File: src/pkg/sso_params.svh
// Purpose: constants of the sync sleep options and status bank
// Assumes: included by bare name; definitions only
// Notes:   bit positions, reset values, accepted ranges
`ifndef SSO_PARAMS_SVH
`define SSO_PARAMS_SVH

// option flag bit positions
`define SSO_OPT_COORD_FORCE  0
`define SSO_OPT_COORD_NEVER  1
`define SSO_OPT_API_STATUS   2
`define SSO_OPT_NO_EARLY     3
`define SSO_OPT_TYPE_EQUAL   4
`define SSO_OPT_NO_RAPID     5
`define SSO_OPT_FULL_WAKE    8
`define SSO_OPT_DEFINED_MASK 16'h013F
`define SSO_OPT_RESET        16'h0000

// status word bit positions
`define SSO_STAT_NET_AWAKE    0
`define SSO_STAT_COORD        1
`define SSO_STAT_EVER_SYNCED  2
`define SSO_STAT_SYNC_THIS    3
`define SSO_STAT_SETTINGS_CHG 4
`define SSO_STAT_NOMINATE_REQ 5
`define SSO_STAT_DEPLOY       6

// configured period (x 10 ms) and wake time (x 1 ms)
`define SSO_PER_RESET        32'h000000C8
`define SSO_PER_MIN          32'h00000001
`define SSO_PER_MAX          32'h0015F900
`define SSO_WAKE_RESET       32'h000007D0
`define SSO_WAKE_MIN         32'h00000001
`define SSO_WAKE_MAX         32'h0036EE80
`define SSO_CNT_MAX          16'hFFFF

`endif

File: src/pkg/sso_pkg.sv
// Purpose: types shared by the sync sleep options and status bank
// Assumes: nothing
// Notes:   command selectors stand for the host's text commands
package sso_pkg;
   typedef logic [31:0] sso_word_t;

   typedef enum logic [3:0] {
      SSO_CMD_OPTIONS  = 4'h0,
      SSO_CMD_STATE    = 4'h1,
      SSO_CMD_OP_SLEEP = 4'h2,
      SSO_CMD_OP_WAKE  = 4'h3,
      SSO_CMD_MISSED   = 4'h4,
      SSO_CMD_TALLY    = 4'h5,
      SSO_CMD_PERIOD   = 4'h6,
      SSO_CMD_WAKETIME = 4'h7,
      SSO_CMD_MODE     = 4'h8
   } sso_cmd_t;

   typedef enum logic [3:0] {
      SSO_MODE_AWAKE     = 4'h0,
      SSO_MODE_PIN       = 4'h1,
      SSO_MODE_RSV2      = 4'h2,
      SSO_MODE_RSV3      = 4'h3,
      SSO_MODE_ASYNC     = 4'h4,
      SSO_MODE_ASYNC_PIN = 4'h5,
      SSO_MODE_SCRIPT    = 4'h6,
      SSO_MODE_SUPPORT   = 4'h7,
      SSO_MODE_SYNC      = 4'h8
   } sso_mode_t;
endpackage : sso_pkg

File: src/pkg/sso_cnt_if.sv
// Purpose: control and value of one saturating counter
// Assumes: one controller, one counter
// Notes:   load and increment may coincide
`timescale 1ns/100ps
interface sso_cnt_if #(parameter int W = 16);
   logic         load;
   logic [W-1:0] load_val;
   logic         inc;
   logic [W-1:0] count;

   modport ctl (output load, output load_val, output inc, input count);
   modport cnt (input load, input load_val, input inc, output count);
endinterface : sso_cnt_if

File: src/core/sso_sat_counter.sv
// Purpose: counter that stops at its all-ones value
// Assumes: load and inc are one-cycle pulses
// Notes:   a load and an increment together give load value plus one
`timescale 1ns/100ps
module sso_sat_counter #(
   parameter int W = 16
) (
   input  wire logic mclk_i,
   input  wire logic rst_n_i,
   sso_cnt_if.cnt    cnt_if
);
   logic [W-1:0] count_reg;
   logic [W-1:0] base;
   logic [W-1:0] count_next;
   logic         at_max;

   // the event is not lost when it meets a load
   assign base       = cnt_if.load ? cnt_if.load_val : count_reg;
   assign at_max     = &base;
   assign count_next = (cnt_if.inc && !at_max) ? base + {{(W-1){1'b0}}, 1'b1} : base;
   assign cnt_if.count = count_reg;

   // count register
   always_ff @(posedge mclk_i or negedge rst_n_i)
   begin
      if (!rst_n_i)
         count_reg <= '0;
      else
         count_reg <= count_next;
   end
endmodule : sso_sat_counter

File: src/core/sso_top.sv
// Purpose: options, status and timing readouts of synchronized cyclic sleep
// Assumes: host commands arrive decoded on the cmd port, one per cycle at most
// Notes:   answers come one cycle after the command; cycle events are pulses
//
// Notes on behaviour
// - option bit 0 on a sleep-capable node forces the coordinator role.
// - option bit 1 forbids the coordinator role in all conditions.
// - option bit 2 enables sleep status messages to the host.
// - option bit 3 disables early wake after missed syncs.
// - option bit 4 drops device-type seniority in coordinator selection.
// - option bit 5 disables rapid-sync deployment mode as coordinator.
// - option bit 8 in asynchronous sleep keeps awake for full wake time.
// - diagnostics are meaningful in sync support or sync cyclic sleep modes.
// - status bit 0 shows the network awake and receiving.
// - status bit 1 shows this node acting as sleep coordinator.
// - status bit 2 sets on first valid sync and stays set.
// - status bit 3 shows a sync received this wake cycle.
// - settings change sets bit 4, nominates and syncs at next wake.
// - status bit 5 shows a requested self-nomination by button or command.
// - status bit 6 shows deployment mode; other bits are ignored.
// - operating sleep is the network value, else configured period, 10 ms units.
// - operating wake is the network value, else configured wake time, 1 ms.
// - missed-sync count gives sleep and wake starts since the last sync message.
// - missed-sleep-sync tally counts syncless sleeps, saturates, clears on zero.
// - configured sleep period is per-cycle sleep time in 10 ms units.
// - configured wake time is per-cycle awake time in 1 ms units.
// - synchronized nodes all run the network's wake and sleep timing.
`timescale 1ns/100ps
`include "sso_params.svh"
module sso_top (
   input  wire logic              mclk_i,
   input  wire logic              rst_n_i,
   input  wire logic              cmd_valid_i,
   input  wire logic              cmd_write_i,
   input  wire sso_pkg::sso_cmd_t cmd_sel_i,
   input  wire sso_pkg::sso_word_t cmd_wdata_i,
   output logic                   rsp_valid_o,
   output sso_pkg::sso_word_t     rsp_data_o,
   output logic                   rsp_err_o,
   input  wire logic              net_awake_i,
   input  wire logic              coord_elect_i,
   input  wire logic              deploy_mode_i,
   input  wire logic              sync_rx_i,
   input  wire sso_pkg::sso_word_t sync_sleep_i,
   input  wire sso_pkg::sso_word_t sync_wake_i,
   input  wire logic              wake_start_i,
   input  wire logic              sleep_start_i,
   input  wire logic              nominate_req_i,
   output logic                   coord_role_o,
   output logic                   api_status_en_o,
   output logic                   early_wake_en_o,
   output logic                   seniority_en_o,
   output logic                   rapid_sync_en_o,
   output logic                   always_full_wake_o,
   output logic                   diag_valid_o,
   output logic                   nominate_sync_o,
   output sso_pkg::sso_word_t     sleep_interval_o,
   output sso_pkg::sso_word_t     wake_interval_o
);
   import sso_pkg::*;

   logic [15:0] opt_reg;
   sso_word_t   period_reg;
   sso_word_t   waketime_reg;
   sso_mode_t   mode_reg;
   logic        synced_reg;
   logic        sync_this_reg;
   logic        chg_reg;
   logic        nom_reg;
   sso_word_t   net_sleep_reg;
   sso_word_t   net_wake_reg;
   sso_word_t   op_sleep_reg;
   sso_word_t   op_wake_reg;
   sso_word_t   rdata;
   logic        wr_err;
   logic        rd_err;

   sso_cnt_if #(.W(16)) missed_if ();
   sso_cnt_if #(.W(16)) tally_if ();

   // write strobes per command
   wire wr       = cmd_valid_i && cmd_write_i;
   wire wr_opt   = wr && (cmd_sel_i == SSO_CMD_OPTIONS);
   wire wr_tally = wr && (cmd_sel_i == SSO_CMD_TALLY);
   wire wr_per   = wr && (cmd_sel_i == SSO_CMD_PERIOD);
   wire wr_wake  = wr && (cmd_sel_i == SSO_CMD_WAKETIME);
   wire wr_mode  = wr && (cmd_sel_i == SSO_CMD_MODE);

   // option value checks; a refused write keeps the old flags
   // refuse bad options
   wire opt_undef   = |(cmd_wdata_i & ~{16'h0000, `SSO_OPT_DEFINED_MASK});
   wire opt_both    = cmd_wdata_i[`SSO_OPT_COORD_FORCE] && cmd_wdata_i[`SSO_OPT_COORD_NEVER];
   wire opt_ok      = !opt_undef && !opt_both;
   wire per_ok      = (cmd_wdata_i >= `SSO_PER_MIN) && (cmd_wdata_i <= `SSO_PER_MAX);
   wire wake_ok     = (cmd_wdata_i >= `SSO_WAKE_MIN) && (cmd_wdata_i <= `SSO_WAKE_MAX);
   wire mode_ok     = cmd_wdata_i <= 32'h00000008;
   wire tally_ok    = cmd_wdata_i[31:16] == 16'h0000;
   wire opt_take    = wr_opt && opt_ok;
   wire per_take    = wr_per && per_ok;
   wire wake_take   = wr_wake && wake_ok;
   wire mode_take   = wr_mode && mode_ok;
   wire settings_wr = opt_take || per_take || wake_take || mode_take;

   // mode classes; sync-capable modes are the ones the diagnostics serve
   // diagnostics valid in sync modes
   wire sync_mode  = (mode_reg == SSO_MODE_SUPPORT) || (mode_reg == SSO_MODE_SYNC);
   wire async_mode = (mode_reg == SSO_MODE_ASYNC) || (mode_reg == SSO_MODE_ASYNC_PIN);
   assign diag_valid_o = sync_mode;

   // coordinator role: never wins over forced, forced wins over election
   // forced coordinator
   assign coord_role_o = sync_mode && !opt_reg[`SSO_OPT_COORD_NEVER]
                         && (opt_reg[`SSO_OPT_COORD_FORCE] || coord_elect_i);
   assign api_status_en_o  = opt_reg[`SSO_OPT_API_STATUS];
   assign early_wake_en_o  = !opt_reg[`SSO_OPT_NO_EARLY];
   assign seniority_en_o   = !opt_reg[`SSO_OPT_TYPE_EQUAL];
   assign rapid_sync_en_o  = coord_role_o && !opt_reg[`SSO_OPT_NO_RAPID];
   assign always_full_wake_o = async_mode && opt_reg[`SSO_OPT_FULL_WAKE];
   assign nominate_sync_o  = chg_reg && wake_start_i;

   // configuration registers
   always_ff @(posedge mclk_i or negedge rst_n_i)
   begin
      if (!rst_n_i)
      begin
         opt_reg      <= `SSO_OPT_RESET;
         period_reg   <= `SSO_PER_RESET;
         waketime_reg <= `SSO_WAKE_RESET;
         mode_reg     <= SSO_MODE_AWAKE;
      end
      else
      begin
         if (opt_take)
            opt_reg <= cmd_wdata_i[15:0];
         if (per_take)
            period_reg <= cmd_wdata_i;
         if (wake_take)
            waketime_reg <= cmd_wdata_i;
         if (mode_take)
            mode_reg <= sso_mode_t'(cmd_wdata_i[3:0]);
      end
   end

   // sync tracking; a new sync always beats the wake-cycle clear
   // sticky ever-synced
   always_ff @(posedge mclk_i or negedge rst_n_i)
   begin
      if (!rst_n_i)
      begin
         synced_reg    <= 1'b0;
         sync_this_reg <= 1'b0;
         net_sleep_reg <= 32'h00000000;
         net_wake_reg  <= 32'h00000000;
      end
      else
      begin
         synced_reg    <= synced_reg || sync_rx_i;
         sync_this_reg <= sync_rx_i || (sync_this_reg && !wake_start_i);
         if (sync_rx_i)
         begin
            net_sleep_reg <= sync_sleep_i;
            net_wake_reg  <= sync_wake_i;
         end
      end
   end

   // pending flags; a fresh request beats the clear in the same cycle
   // settings change flag
   always_ff @(posedge mclk_i or negedge rst_n_i)
   begin
      if (!rst_n_i)
      begin
         chg_reg <= 1'b0;
         nom_reg <= 1'b0;
      end
      else
      begin
         chg_reg <= settings_wr || (chg_reg && !wake_start_i);
         nom_reg <= nominate_req_i || (nom_reg && !coord_role_o);
      end
   end

   // operating timing, held in flops so the readout is stable
   // sleep fallback to period
   always_ff @(posedge mclk_i or negedge rst_n_i)
   begin
      if (!rst_n_i)
      begin
         op_sleep_reg <= `SSO_PER_RESET;
         op_wake_reg  <= `SSO_WAKE_RESET;
      end
      else
      begin
         op_sleep_reg <= synced_reg ? net_sleep_reg : period_reg;
         op_wake_reg  <= synced_reg ? net_wake_reg : waketime_reg;
      end
   end
   assign sleep_interval_o = op_sleep_reg;
   assign wake_interval_o  = op_wake_reg;

   // missed sync: cleared by a sync, counts every sleep or wake start
   // cycles since sync
   assign missed_if.load     = sync_rx_i;
   assign missed_if.load_val = 16'h0000;
   assign missed_if.inc      = sleep_start_i || wake_start_i;

   // tally: sleep starts after a wake with no sync; host may reload it
   // saturating syncless tally
   assign tally_if.load     = wr_tally && tally_ok;
   assign tally_if.load_val = cmd_wdata_i[15:0];
   assign tally_if.inc      = sleep_start_i && !sync_this_reg;

   sso_sat_counter #(.W(16)) u_missed (
      .mclk_i  (mclk_i),
      .rst_n_i (rst_n_i),
      .cnt_if  (missed_if.cnt)
   );

   sso_sat_counter #(.W(16)) u_tally (
      .mclk_i  (mclk_i),
      .rst_n_i (rst_n_i),
      .cnt_if  (tally_if.cnt)
   );

   // read mux; status reserved bits read zero
   // network awake bit
   wire [15:0] state_word = {9'h000, deploy_mode_i, nom_reg, chg_reg, sync_this_reg,
                             synced_reg, coord_role_o, net_awake_i};
   always_comb
   begin
      rdata  = 32'h00000000;
      rd_err = 1'b0;
      case (cmd_sel_i)
         SSO_CMD_OPTIONS:  rdata = {16'h0000, opt_reg};
         SSO_CMD_STATE:    rdata = {16'h0000, state_word};
         SSO_CMD_OP_SLEEP: rdata = op_sleep_reg;
         SSO_CMD_OP_WAKE:  rdata = op_wake_reg;
         SSO_CMD_MISSED:   rdata = {16'h0000, missed_if.count};
         SSO_CMD_TALLY:    rdata = {16'h0000, tally_if.count};
         SSO_CMD_PERIOD:   rdata = period_reg;
         SSO_CMD_WAKETIME: rdata = waketime_reg;
         SSO_CMD_MODE:     rdata = {28'h0000000, mode_reg};
         default:          rd_err = 1'b1;
      endcase
   end

   // write refusal: read-only targets, out-of-range values
   assign wr_err = (wr_opt && !opt_ok) || (wr_per && !per_ok) || (wr_wake && !wake_ok)
                   || (wr_mode && !mode_ok) || (wr_tally && !tally_ok)
                   || (cmd_sel_i == SSO_CMD_STATE) || (cmd_sel_i == SSO_CMD_OP_SLEEP)
                   || (cmd_sel_i == SSO_CMD_OP_WAKE) || (cmd_sel_i == SSO_CMD_MISSED)
                   || rd_err;

   // answer one cycle after each command
   always_ff @(posedge mclk_i or negedge rst_n_i)
   begin
      if (!rst_n_i)
      begin
         rsp_valid_o <= 1'b0;
         rsp_data_o  <= 32'h00000000;
         rsp_err_o   <= 1'b0;
      end
      else
      begin
         rsp_valid_o <= cmd_valid_i;
         rsp_data_o  <= (cmd_valid_i && !cmd_write_i) ? rdata : 32'h00000000;
         rsp_err_o   <= cmd_valid_i && (cmd_write_i ? wr_err : rd_err);
      end
   end

   // checks on the logic above
   AST_NEVER_COORD: assert property (@(posedge mclk_i) disable iff (!rst_n_i)
      opt_reg[`SSO_OPT_COORD_NEVER] |-> !coord_role_o)
      else $error("coordinator role taken while forbidden");

   AST_FORCE_COORD: assert property (@(posedge mclk_i) disable iff (!rst_n_i)
      (opt_reg[`SSO_OPT_COORD_FORCE] && sync_mode) |-> coord_role_o)
      else $error("forced coordinator role missing");

   AST_BAD_OPT_KEEP: assert property (@(posedge mclk_i) disable iff (!rst_n_i)
      (wr_opt && !opt_ok) |=> (rsp_valid_o && rsp_err_o && $stable(opt_reg)))
      else $error("bad option write not refused");

   AST_SYNC_STICKY: assert property (@(posedge mclk_i) disable iff (!rst_n_i)
      (sync_rx_i || synced_reg) |=> synced_reg)
      else $error("ever-synced flag dropped");

   AST_SYNC_WAKE: assert property (@(posedge mclk_i) disable iff (!rst_n_i)
      (sync_rx_i && wake_start_i) |=> sync_this_reg)
      else $error("sync lost against wake clear");

   AST_CHG_NOM: assert property (@(posedge mclk_i) disable iff (!rst_n_i)
      (settings_wr || (chg_reg && !wake_start_i)) |=> chg_reg)
      else $error("settings change flag not held");

   AST_CHG_CLR: assert property (@(posedge mclk_i) disable iff (!rst_n_i)
      (chg_reg && wake_start_i && !settings_wr) |=> !chg_reg)
      else $error("settings change flag not cleared at wake");

   AST_OS_FALLBACK: assert property (@(posedge mclk_i) disable iff (!rst_n_i)
      (!synced_reg ##1 !synced_reg) |-> sleep_interval_o == $past(period_reg))
      else $error("operating sleep not the configured period");

   AST_OW_NET: assert property (@(posedge mclk_i) disable iff (!rst_n_i)
      (synced_reg && !sync_rx_i) |=> ##1 wake_interval_o == $past(net_wake_reg, 2))
      else $error("operating wake not the network value");

   AST_MISSED_CLR: assert property (@(posedge mclk_i) disable iff (!rst_n_i)
      (sync_rx_i && !wake_start_i && !sleep_start_i) |=> missed_if.count == 16'h0000)
      else $error("missed sync count not cleared");

   AST_TALLY_SAT: assert property (@(posedge mclk_i) disable iff (!rst_n_i)
      (tally_if.count == `SSO_CNT_MAX && !wr_tally) |=> tally_if.count == `SSO_CNT_MAX)
      else $error("tally passed its maximum");
endmodule : sso_top

File: config.mk
export PLATFORM = sky130hd
export DESIGN_NAME = sso_top
export DESIGN_NICKNAME = d
export VERILOG_FILES = /design/src/pkg/sso_pkg.sv /design/src/pkg/sso_cnt_if.sv /design/src/core/sso_sat_counter.sv /design/src/core/sso_top.sv
export VERILOG_INCLUDE_DIRS = /design/src /design/src/pkg
export SDC_FILE = /design/constraint.sdc
export NUM_CORES = 1
export LEC_CHECK = 0
export BUFFER_PORTS_ARGS = -buffer_cell sky130_fd_sc_hd__buf_2
export CORE_ASPECT_RATIO = 1.2
export CORE_MARGIN = 2
export CORE_UTILIZATION = 45
export DETAILED_ROUTE_END_ITERATION = 8
export PLACE_DENSITY_LB_ADDON = 0.15
export SLEW_MARGIN = 30
export SYNTH_ARGS = -nofsm -noshare
export SYNTH_HDL_FRONTEND = slang
export SYNTH_SLANG_ARGS = --single-unit
File: constraint.sdc
create_clock -name mclk_i -period 2.7 [get_ports mclk_i]
set_clock_uncertainty 0.15 [all_clocks]
set_input_delay 0 -clock mclk_i [delete_from_list [all_inputs] [get_ports mclk_i]]
set_output_delay 0 -clock mclk_i [all_outputs]
set_load 0.005 [all_outputs]
==> results of run 1 <==
[worst reg2reg max path, cell delays in order, from the launching register on]
cell and delay (ps):
dfrtp_1 430, mux2_2 320, ha_4 190, and4_1 220, and4_1 220, nor4bb_1 380
mux2i_1 190, nor2_1 160, xnor2_1 130
[through the flow]
stage               area [um2]  power, uW
finish                   16400      10100
floorplan                12500       5220
global route             16400      10500
global placement         14300       5770
detailed placement       14300       5790
CTS                      16400      10200
[layout by cell type (no fill, tap or decap), drive strengths merged, types with 10 or more instances in the layout]
cell type / synthesis / final
nor4: 11 / 11
inv: 12 / 13
xnor2: 14 / 14
a21oi: 26 / 26
nand3: 23 / 23
mux2i: 12 / 12
dfrtp: 264 / 264
xor2: 20 / 20
dlygate4sd3: 0 / 108
a222oi: 10 / 10
a22oi: 58 / 58
nand2: 26 / 26
clkbuf: 43 / 48
and2: 20 / 20
nor3: 11 / 11
a31oi: 24 / 24
mux2: 188 / 188
dfstp: 18 / 18
buf: 22 / 278
nor2b: 19 / 19
a221oi: 13 / 13
nor2: 39 / 39
[metal layers]
metal / wire length (um) / global-route usage
met1: 14900 / 0.313
met2: 17400 / 0.419
met3: 1800 / 0.0414
met4: 962 / 0.0767
met5: 0 / 0
[cell families after synthesis]
logic type / after synthesis / share of synthesized area
buffers and inverters: 77 / 0.0281
multiplexers: 200 / 0.185
AND/OR/NAND/NOR: 204 / 0.0929
AO/OA/AOI/OAI: 166 / 0.0987
adder cells (fa/ha/maj): 2 / 0.00201
flip-flops: 282 / 0.569
XOR/XNOR: 34 / 0.0239
[worst paths after layout]
| kind | from | endpoint | slack [ps] | cells past startpoint |
|---|---|---|---|---|
| setup / recovery | cmd_valid_i | u_tally.cnt_if.count[13] | 160 | 12 |
| hold / removal | cmd_wdata_i[19] | u_tally.cnt_if.count[1] | 20 | 6 |
| setup reg to reg | u_tally.cnt_if.count[1] | u_tally.cnt_if.count[13] | 250 | 8 |
| hold reg to reg | opt_reg[6] | opt_reg[6] | 340 | 1 |
| max in group asynchronous | rst_n_i | waketime_reg[8] | 1130 | 4 |
| min in group asynchronous | rst_n_i | sleep_interval_o[5] | 480 | 3 |
[repair_timing]
item | CTS | global route
hold buffers | 108 | 0
setup endpoints to repair | 0 | 1
endpoints found under the hold margin | 464 | 0
resized for setup | 0 | 1
[area by class of cell]
cell class / instances / area share
tap: 340 / 0.0260
antenna: 1 / 0.000153
inverter: 12 / 0.00275
clock inverter: 10 / 0.00657
timing repair buffer: 386 / 0.166
sequential: 282 / 0.432
clock buffer: 48 / 0.0561
multi-input combinational: 606 / 0.311
[power groups by stage]
stage          Combinational, uW  Sequential (uW)  Clock (uW)
2_1_floorplan                517             4710           0
3_3_place_gp                 993             4780           0
3_5_place_dp                1010             4780           0
4_1_cts                     1140             4700        4300
5_1_grt                     1250             4730        4480
6_report                    1140             4700        4220
==> summary.txt, run 1 <==
STA
  – Max-Slew Margin vs Limit: 0.482
  – Worst-margin pin slew: 777 ps
  – Endpoints failing hold: 0
  – Fin crit period: 2540 ps
  – F_max: 393 MHz
  – Final setup viols: 0
  – Worst setup margin: 155 ps
  – Tcrit/Tclk final: 0.943
  – RSZ-0062 raised after global routing: false
  – Post-Route Setup TNS: 0 ps
  – Hold_ws: 22.1 ps
  – Slew Viols, Final: 0

Finish
  – Area Growth Syn to Fin: 31.8%
  – Post-layout net count: 1432
  – Fill cells: 2222
  – Layout cells sized above 1: 0.416
  – Finished Core Util: 0.603
  – Non-Filler Instances: 1685
  – Reg area: 7080 um2
  – Area of the multi-input gates: 5090 um2

Min path
  – Hold Path Class: in2reg

Floorplan
  – Chip Width: 156 um
  – Die area: 29000 um2
  – # rows: 66
  – Core Region: 27200 um2
  – Die Ht: 186 um
  – IO Count: 217
  – Initial core utilization: 0.458

Yosys
  – Synth top area share: 0.531
  – Average size of a mapped cell: 12.9 um2
  – Largest area contributor in the netlist: dfrtp_1
  – Cell variety after synth: 64
  – Leading post-synthesis cells by cell area: dfrtp_1 (53%), mux2_2 (15%), dfstp_2 (3.8%), a22oi_1 (3.5%), mux2_4 (2.1%)
  – Most common cell in the netlist: dfrtp_1
  – Post-synthesis instance total: 965
  – Post-synth top flop: dfrtp_1
  – Syn nets: 1078
  – Post-Synthesis Cell Area: 12400 um2
  – Top cells by count, synth: dfrtp_1 (264), mux2_2 (171), a22oi_1 (58)
  – EDFF count, synth: 0
  – Yosys warns: 0
  – Register area share after synthesis: 0.569
  – Number of synthesized register bits: 282
  – Asr flop ratio synth: 1.00

Worst setup path
  – CP dominant cell by count: and4_1
  – Worst EP required: 3030 ps
  – Cells along the critical path: dlygate4sd3_1 -> buf_2 -> nand3_4 -> nor3_4 -> mux2_2 -> ha_4 -> and4_1 -> and4_1 -> nor4bb_1 -> mux2i_1 -> nor2_1 -> xnor2_1
  – Crit-path max FO: 5
  – Crit path buf inv count: 2
  – CP Data Arrival Time: 2880 ps
  – CP startpoint kind: input port
  – CP peak stage delay: 540 ps
  – Endpoint class of the critical path: flop
  – Kind of critical path: in2reg
  – CP delay by family, top: simple AND/OR/NAND/NOR gates
  – Slowest CP cell: dlygate4sd3_1

GRT
  – GRT Overall Usage: 0.243
  – Vias in the first global route: 9700
  – Largest net degree at the start of global routing: 98
  – First-pass GRT wire length: 54600 um
  – Grt total ovfl: 0
  – Initial antenna violation count: 1

CTS
  – Root Buffer: clkbuf_16
  – Maximum clock path buffer count: 3
  – H-tree levels: 1
  – CTS Buf Count: 31
  – Later-pin clock latency in the skew report: 560 ps
  – Worst-path clk slew: 60 ps
  – CTS tree: done
  – Buffer count from post-CTS setup fixing: 0
  – Clock sinks: 282

Place
  – Place WS: -363 ps
  – HPWL after detailed placement: 23800 um
  – Port bufs: 216
  – Placed Cells: 1518
  – Routability cong.: 0.876

Detailed routing
  – 1st-iter DRT viols: 534
  – DR vias/cell: 5.53
  – Wirelength per Cell: 20.8 um
  – Via count: 9323
  – Antenna Nets Post-Route: 0
  – Total Wirelength: 35000 um
  – DRC errors left: 0
  – Drt first pass iters: 5

Power and ir drop
  – Leakage: 0.00743 uW
  – Switching portion of total power: 0.242
  – Power share of the combinational group: 0.113
  – Pwr/cell area: 614 nW/um2
  – Sequential Power Share: 0.468
  – Clk pwr share: 0.419
  – Switching power total: 2430 uW
  – Internal power: 7630 uW
  – VDD IR max: 0.000606 V

Run
  – Maxcap violations: 0

Run status
  – Status: complete, no violations
No activity file was read; power rests on OpenSTA's default activity.
==> run 2, diff against run 1 <==
--- a/config.mk
+++ b/config.mk
@@ -12,6 +12,7 @@
 export CORE_UTILIZATION = 45
 export DETAILED_ROUTE_END_ITERATION = 8
 export PLACE_DENSITY_LB_ADDON = 0.15
+export REMOVE_ABC_BUFFERS = 1
 export SLEW_MARGIN = 30
 export SYNTH_ARGS = -nofsm -noshare
 export SYNTH_HDL_FRONTEND = slang
==> constraint.sdc (replaced) <==
create_clock -name mclk_i -period 2.1 [get_ports mclk_i]
set_clock_uncertainty 0.15 [all_clocks]
set_input_delay 0 -clock mclk_i [delete_from_list [all_inputs] [get_ports mclk_i]]
set_output_delay 0 -clock mclk_i [all_outputs]
set_load 0.005 [all_outputs]
==> run 2 against run 1 <==
  * The run now ends with setup timing left
  * Critical path type unchanged
  * Cell count is 6.0% higher
  * Die area unchanged
  * Sequential power rose by 27%
  * Critical endpoint is now u_tally.cnt_if.count[1]
  * Design area rose by 6.4%
  * Clock-buffer cell count is 3 lower
  * Register-to-register slack worse by 430 ps
  * Highest routed layer is now met5
  * Critical path depth is 3 lower
  * Worst hold slack gained 23 ps
==> summary.txt, run 2 (synthesis gave the netlist of run 1 again) <==
Floorplan
  – Die area: 29000 um2 (unchanged)
  – # rows: 66 (unchanged)
  – IO Count: 217 (unchanged)
  – Core Region: 27200 um2 (unchanged)
  – Die Ht: 186 um (unchanged)
  – Initial core utilization: 0.458 (unchanged)
  – Chip Width: 156 um (unchanged)

Detailed routing
  – Antenna Nets Post-Route: 0 (unchanged)
  – DRC errors left: 0 (unchanged)
  – Drt first pass iters: 6 (+1)
  – 1st-iter DRT viols: 606 (+13%)
  – DR vias/cell: 5.50 (-0.62%)
  – Wirelength per Cell: 21.0 um (+1.1%)
  – Total Wirelength: 37600 um (+7.2%)
  – Via count: 9821 (+5.3%)

GRT
  – Grt total ovfl: 0 (unchanged)
  – First-pass GRT wire length: 58000 um (+6.2%)
  – Grt met1 use: 0.343 (+0.0296)
  – Largest net degree at the start of global routing: 62 (-37%)
  – GRT busiest layer: met2
  – Initial antenna violation count: 6 (+5)
  – GRT Overall Usage: 0.261 (+0.0187)
  – GR Util met2: 0.444 (+0.0246)
  – Met3 Resource Use GR: 0.0566 (+0.0151)
  – Vias in the first global route: 10100 (+4.5%)

STA
  – Slew Viols, Final: 0 (unchanged)
  – Fin crit period: 2320 ps
  – Worst setup margin: -217 ps (-372 ps)
  – Worst-margin pin slew: 854 ps (+76.8 ps)
  – Max-Slew Margin vs Limit: 0.431 (-0.0512)
  – Tcrit/Tclk final: 1.10
  – Final setup viols: 34 (+34)
  – Endpoints failing hold: 0 (unchanged)
  – RSZ-0062 raised after global routing: true
  – F_max: 432 MHz

Worst setup path
  – Worst EP required: 2380 ps (-650 ps)
  – CP startpoint kind: input port
  – Crit-path max FO: 4 (-1)
  – Kind of critical path: in2reg
  – Reg2Reg Launch Point: u_tally.cnt_if.count[0]
  – Endpoint class of the critical path: flop
  – Reg-to-Reg End: u_tally.cnt_if.count[0]
  – R2R Setup Slk: -180 ps (-430 ps)
  – CP Data Arrival Time: 2600 ps (-280 ps)
  – Cell count of the worst reg-to-reg path: 10 (+2)

Place
  – Routability cong.: 0.890 (+1.6%)
  – Placed Cells: 1593 (+4.9%)
  – HPWL after detailed placement: 25500 um (+7.1%)
  – Port bufs: 216 (unchanged)
  – Place WS: -999 ps (-636 ps)

Min path
  – Hold Path Origin: cmd_write_i
  – Hold Path Class: in2reg
  – Hold path depth: 6 (unchanged)
  – Worst Hold Endpoint: u_tally.cnt_if.count[13]

Power and ir drop
  – Pwr/cell area: 743 nW/um2 (+21%)
  – VDD IR max: 0.000606 V (about the same)
  – Leakage: 0.00799 uW (+7.5%)

CTS
  – Later-pin clock latency in the skew report: 550 ps (about the same)
  – Worst-path clk slew: 60 ps (about the same)
  – Clock sinks: 282 (unchanged)
  – CTS tree: done
  – CTS Buf Count: 29 (-6.5%)
  – Root Buffer: clkbuf_16
  – H-tree levels: 1 (unchanged)
  – Maximum clock path buffer count: 3 (unchanged)

Run status
  – Status: finished, violations left
  – Failing checks: setup timing

Run
  – Maxcap violations: 0 (unchanged)

Finish
  – Layout cells sized above 1: 0.466 (+0.0505)
  – Post-layout net count: 1536 (+7.3%)
  – Most common cell after layout, fill and taps aside: dfrtp_1
  – Non-Filler Instances: 1786 (+6.0%)
  – Most frequent cells in the layout: dfrtp_1 (263), buf_2 (208), mux2_2 (168)
  – Area Growth Syn to Fin: 40.3%
## run 2: cell count changes in the layout (fill, tap and decap cells not counted), sizes merged
cell / change
clkinvlp: +1
clkbuf: -2
bufinv: -1
inv: -1
clkinv: -1
dlygate4sd3: +14
buf: +91
## run 2: area by class of cell
| type | instances | area, um2 |
|---|---|---|
| fillers | 2147 | 9730 |
| clock inverters | 8 | 71.3 |
| repair buffers | 492 | 3640 |
| flip-flops and latches | 282 | 7080 |
| diodes | 1 | 2.50 |
| multi-input cells | 606 | 5290 |
| well taps | 340 | 425 |
| clock buffers | 45 | 886 |
| inverters | 12 | 47.5 |
## run 2: per-layer routing
metal	routed length [um]	vias to the layer above
met5	52	-
met4	818	8
met3	2550	63
met2	18600	302
met1	15500	4963
li1	-	4485
## run 2: how the worst max path moves through the flow
| stage | from | endpoint | slack (ps) | cells past startpoint |
|---|---|---|---|---|
| after CTS | cmd_wdata_i[18] | u_tally.cnt_if.count[13] | -140 | 14 |
| after floorplan | cmd_sel_i[3] | u_tally.cnt_if.count[1] | -2260 | 10 |
| after global routing | cmd_wdata_i[18] | u_tally.cnt_if.count[3] | -270 | 14 |
| after global placement | cmd_wdata_i[23] | u_tally.cnt_if.count[9] | -950 | 13 |
| final | cmd_wdata_i[1] | u_tally.cnt_if.count[1] | -220 | 9 |
| after detailed placement | cmd_wdata_i[23] | u_tally.cnt_if.count[9] | -1000 | 13 |
## run 2: where the power goes
group / total, uW / internal [uW] / leakage [uW] / switching, uW
combinational: 1820 / 1010 / 0.00395 / 805
clock: 5160 / 3010 / 0.000474 / 2160
sequential: 5980 / 5780 / 0.00357 / 203
## run 2: critical path: stages
cell	delay (ps)
buf_2	130
dlygate4sd3_1	770
mux2_4	240
ha_4	150
inv_2	40
or4_4	520
o21a_1	240
a21oi_2	190
mux2_4	310
## run 2: repair_timing
| item | in CTS | in global routing |
|---|---|---|
| endpoints found under the hold margin | 435 | 7 |
| gates cloned | 0 | 0 |
| gates resized for setup | 42 | 21 |
| setup buffers | 7 | 10 |
| endpoints found under the setup margin | 23 | 71 |
| hold buffers | 123 | 2 |
| pin swaps | 24 | 15 |
## run 2: stage by stage
stage	total power [uW]	cell area [um2]	TNS [ps]	utilization	hold WS (ps)
2_1_floorplan	6590	12100	-99910	-	-446
3_3_place_gp	7530	14800	-33170	0.546	-164
3_5_place_dp	7560	14800	-33380	0.546	-164
4_1_cts	13100	17300	-1860	0.637	5.08
5_1_grt	13500	17400	-6190	0.642	48.0
6_report	13000	17400	-3300	0.642	45.2
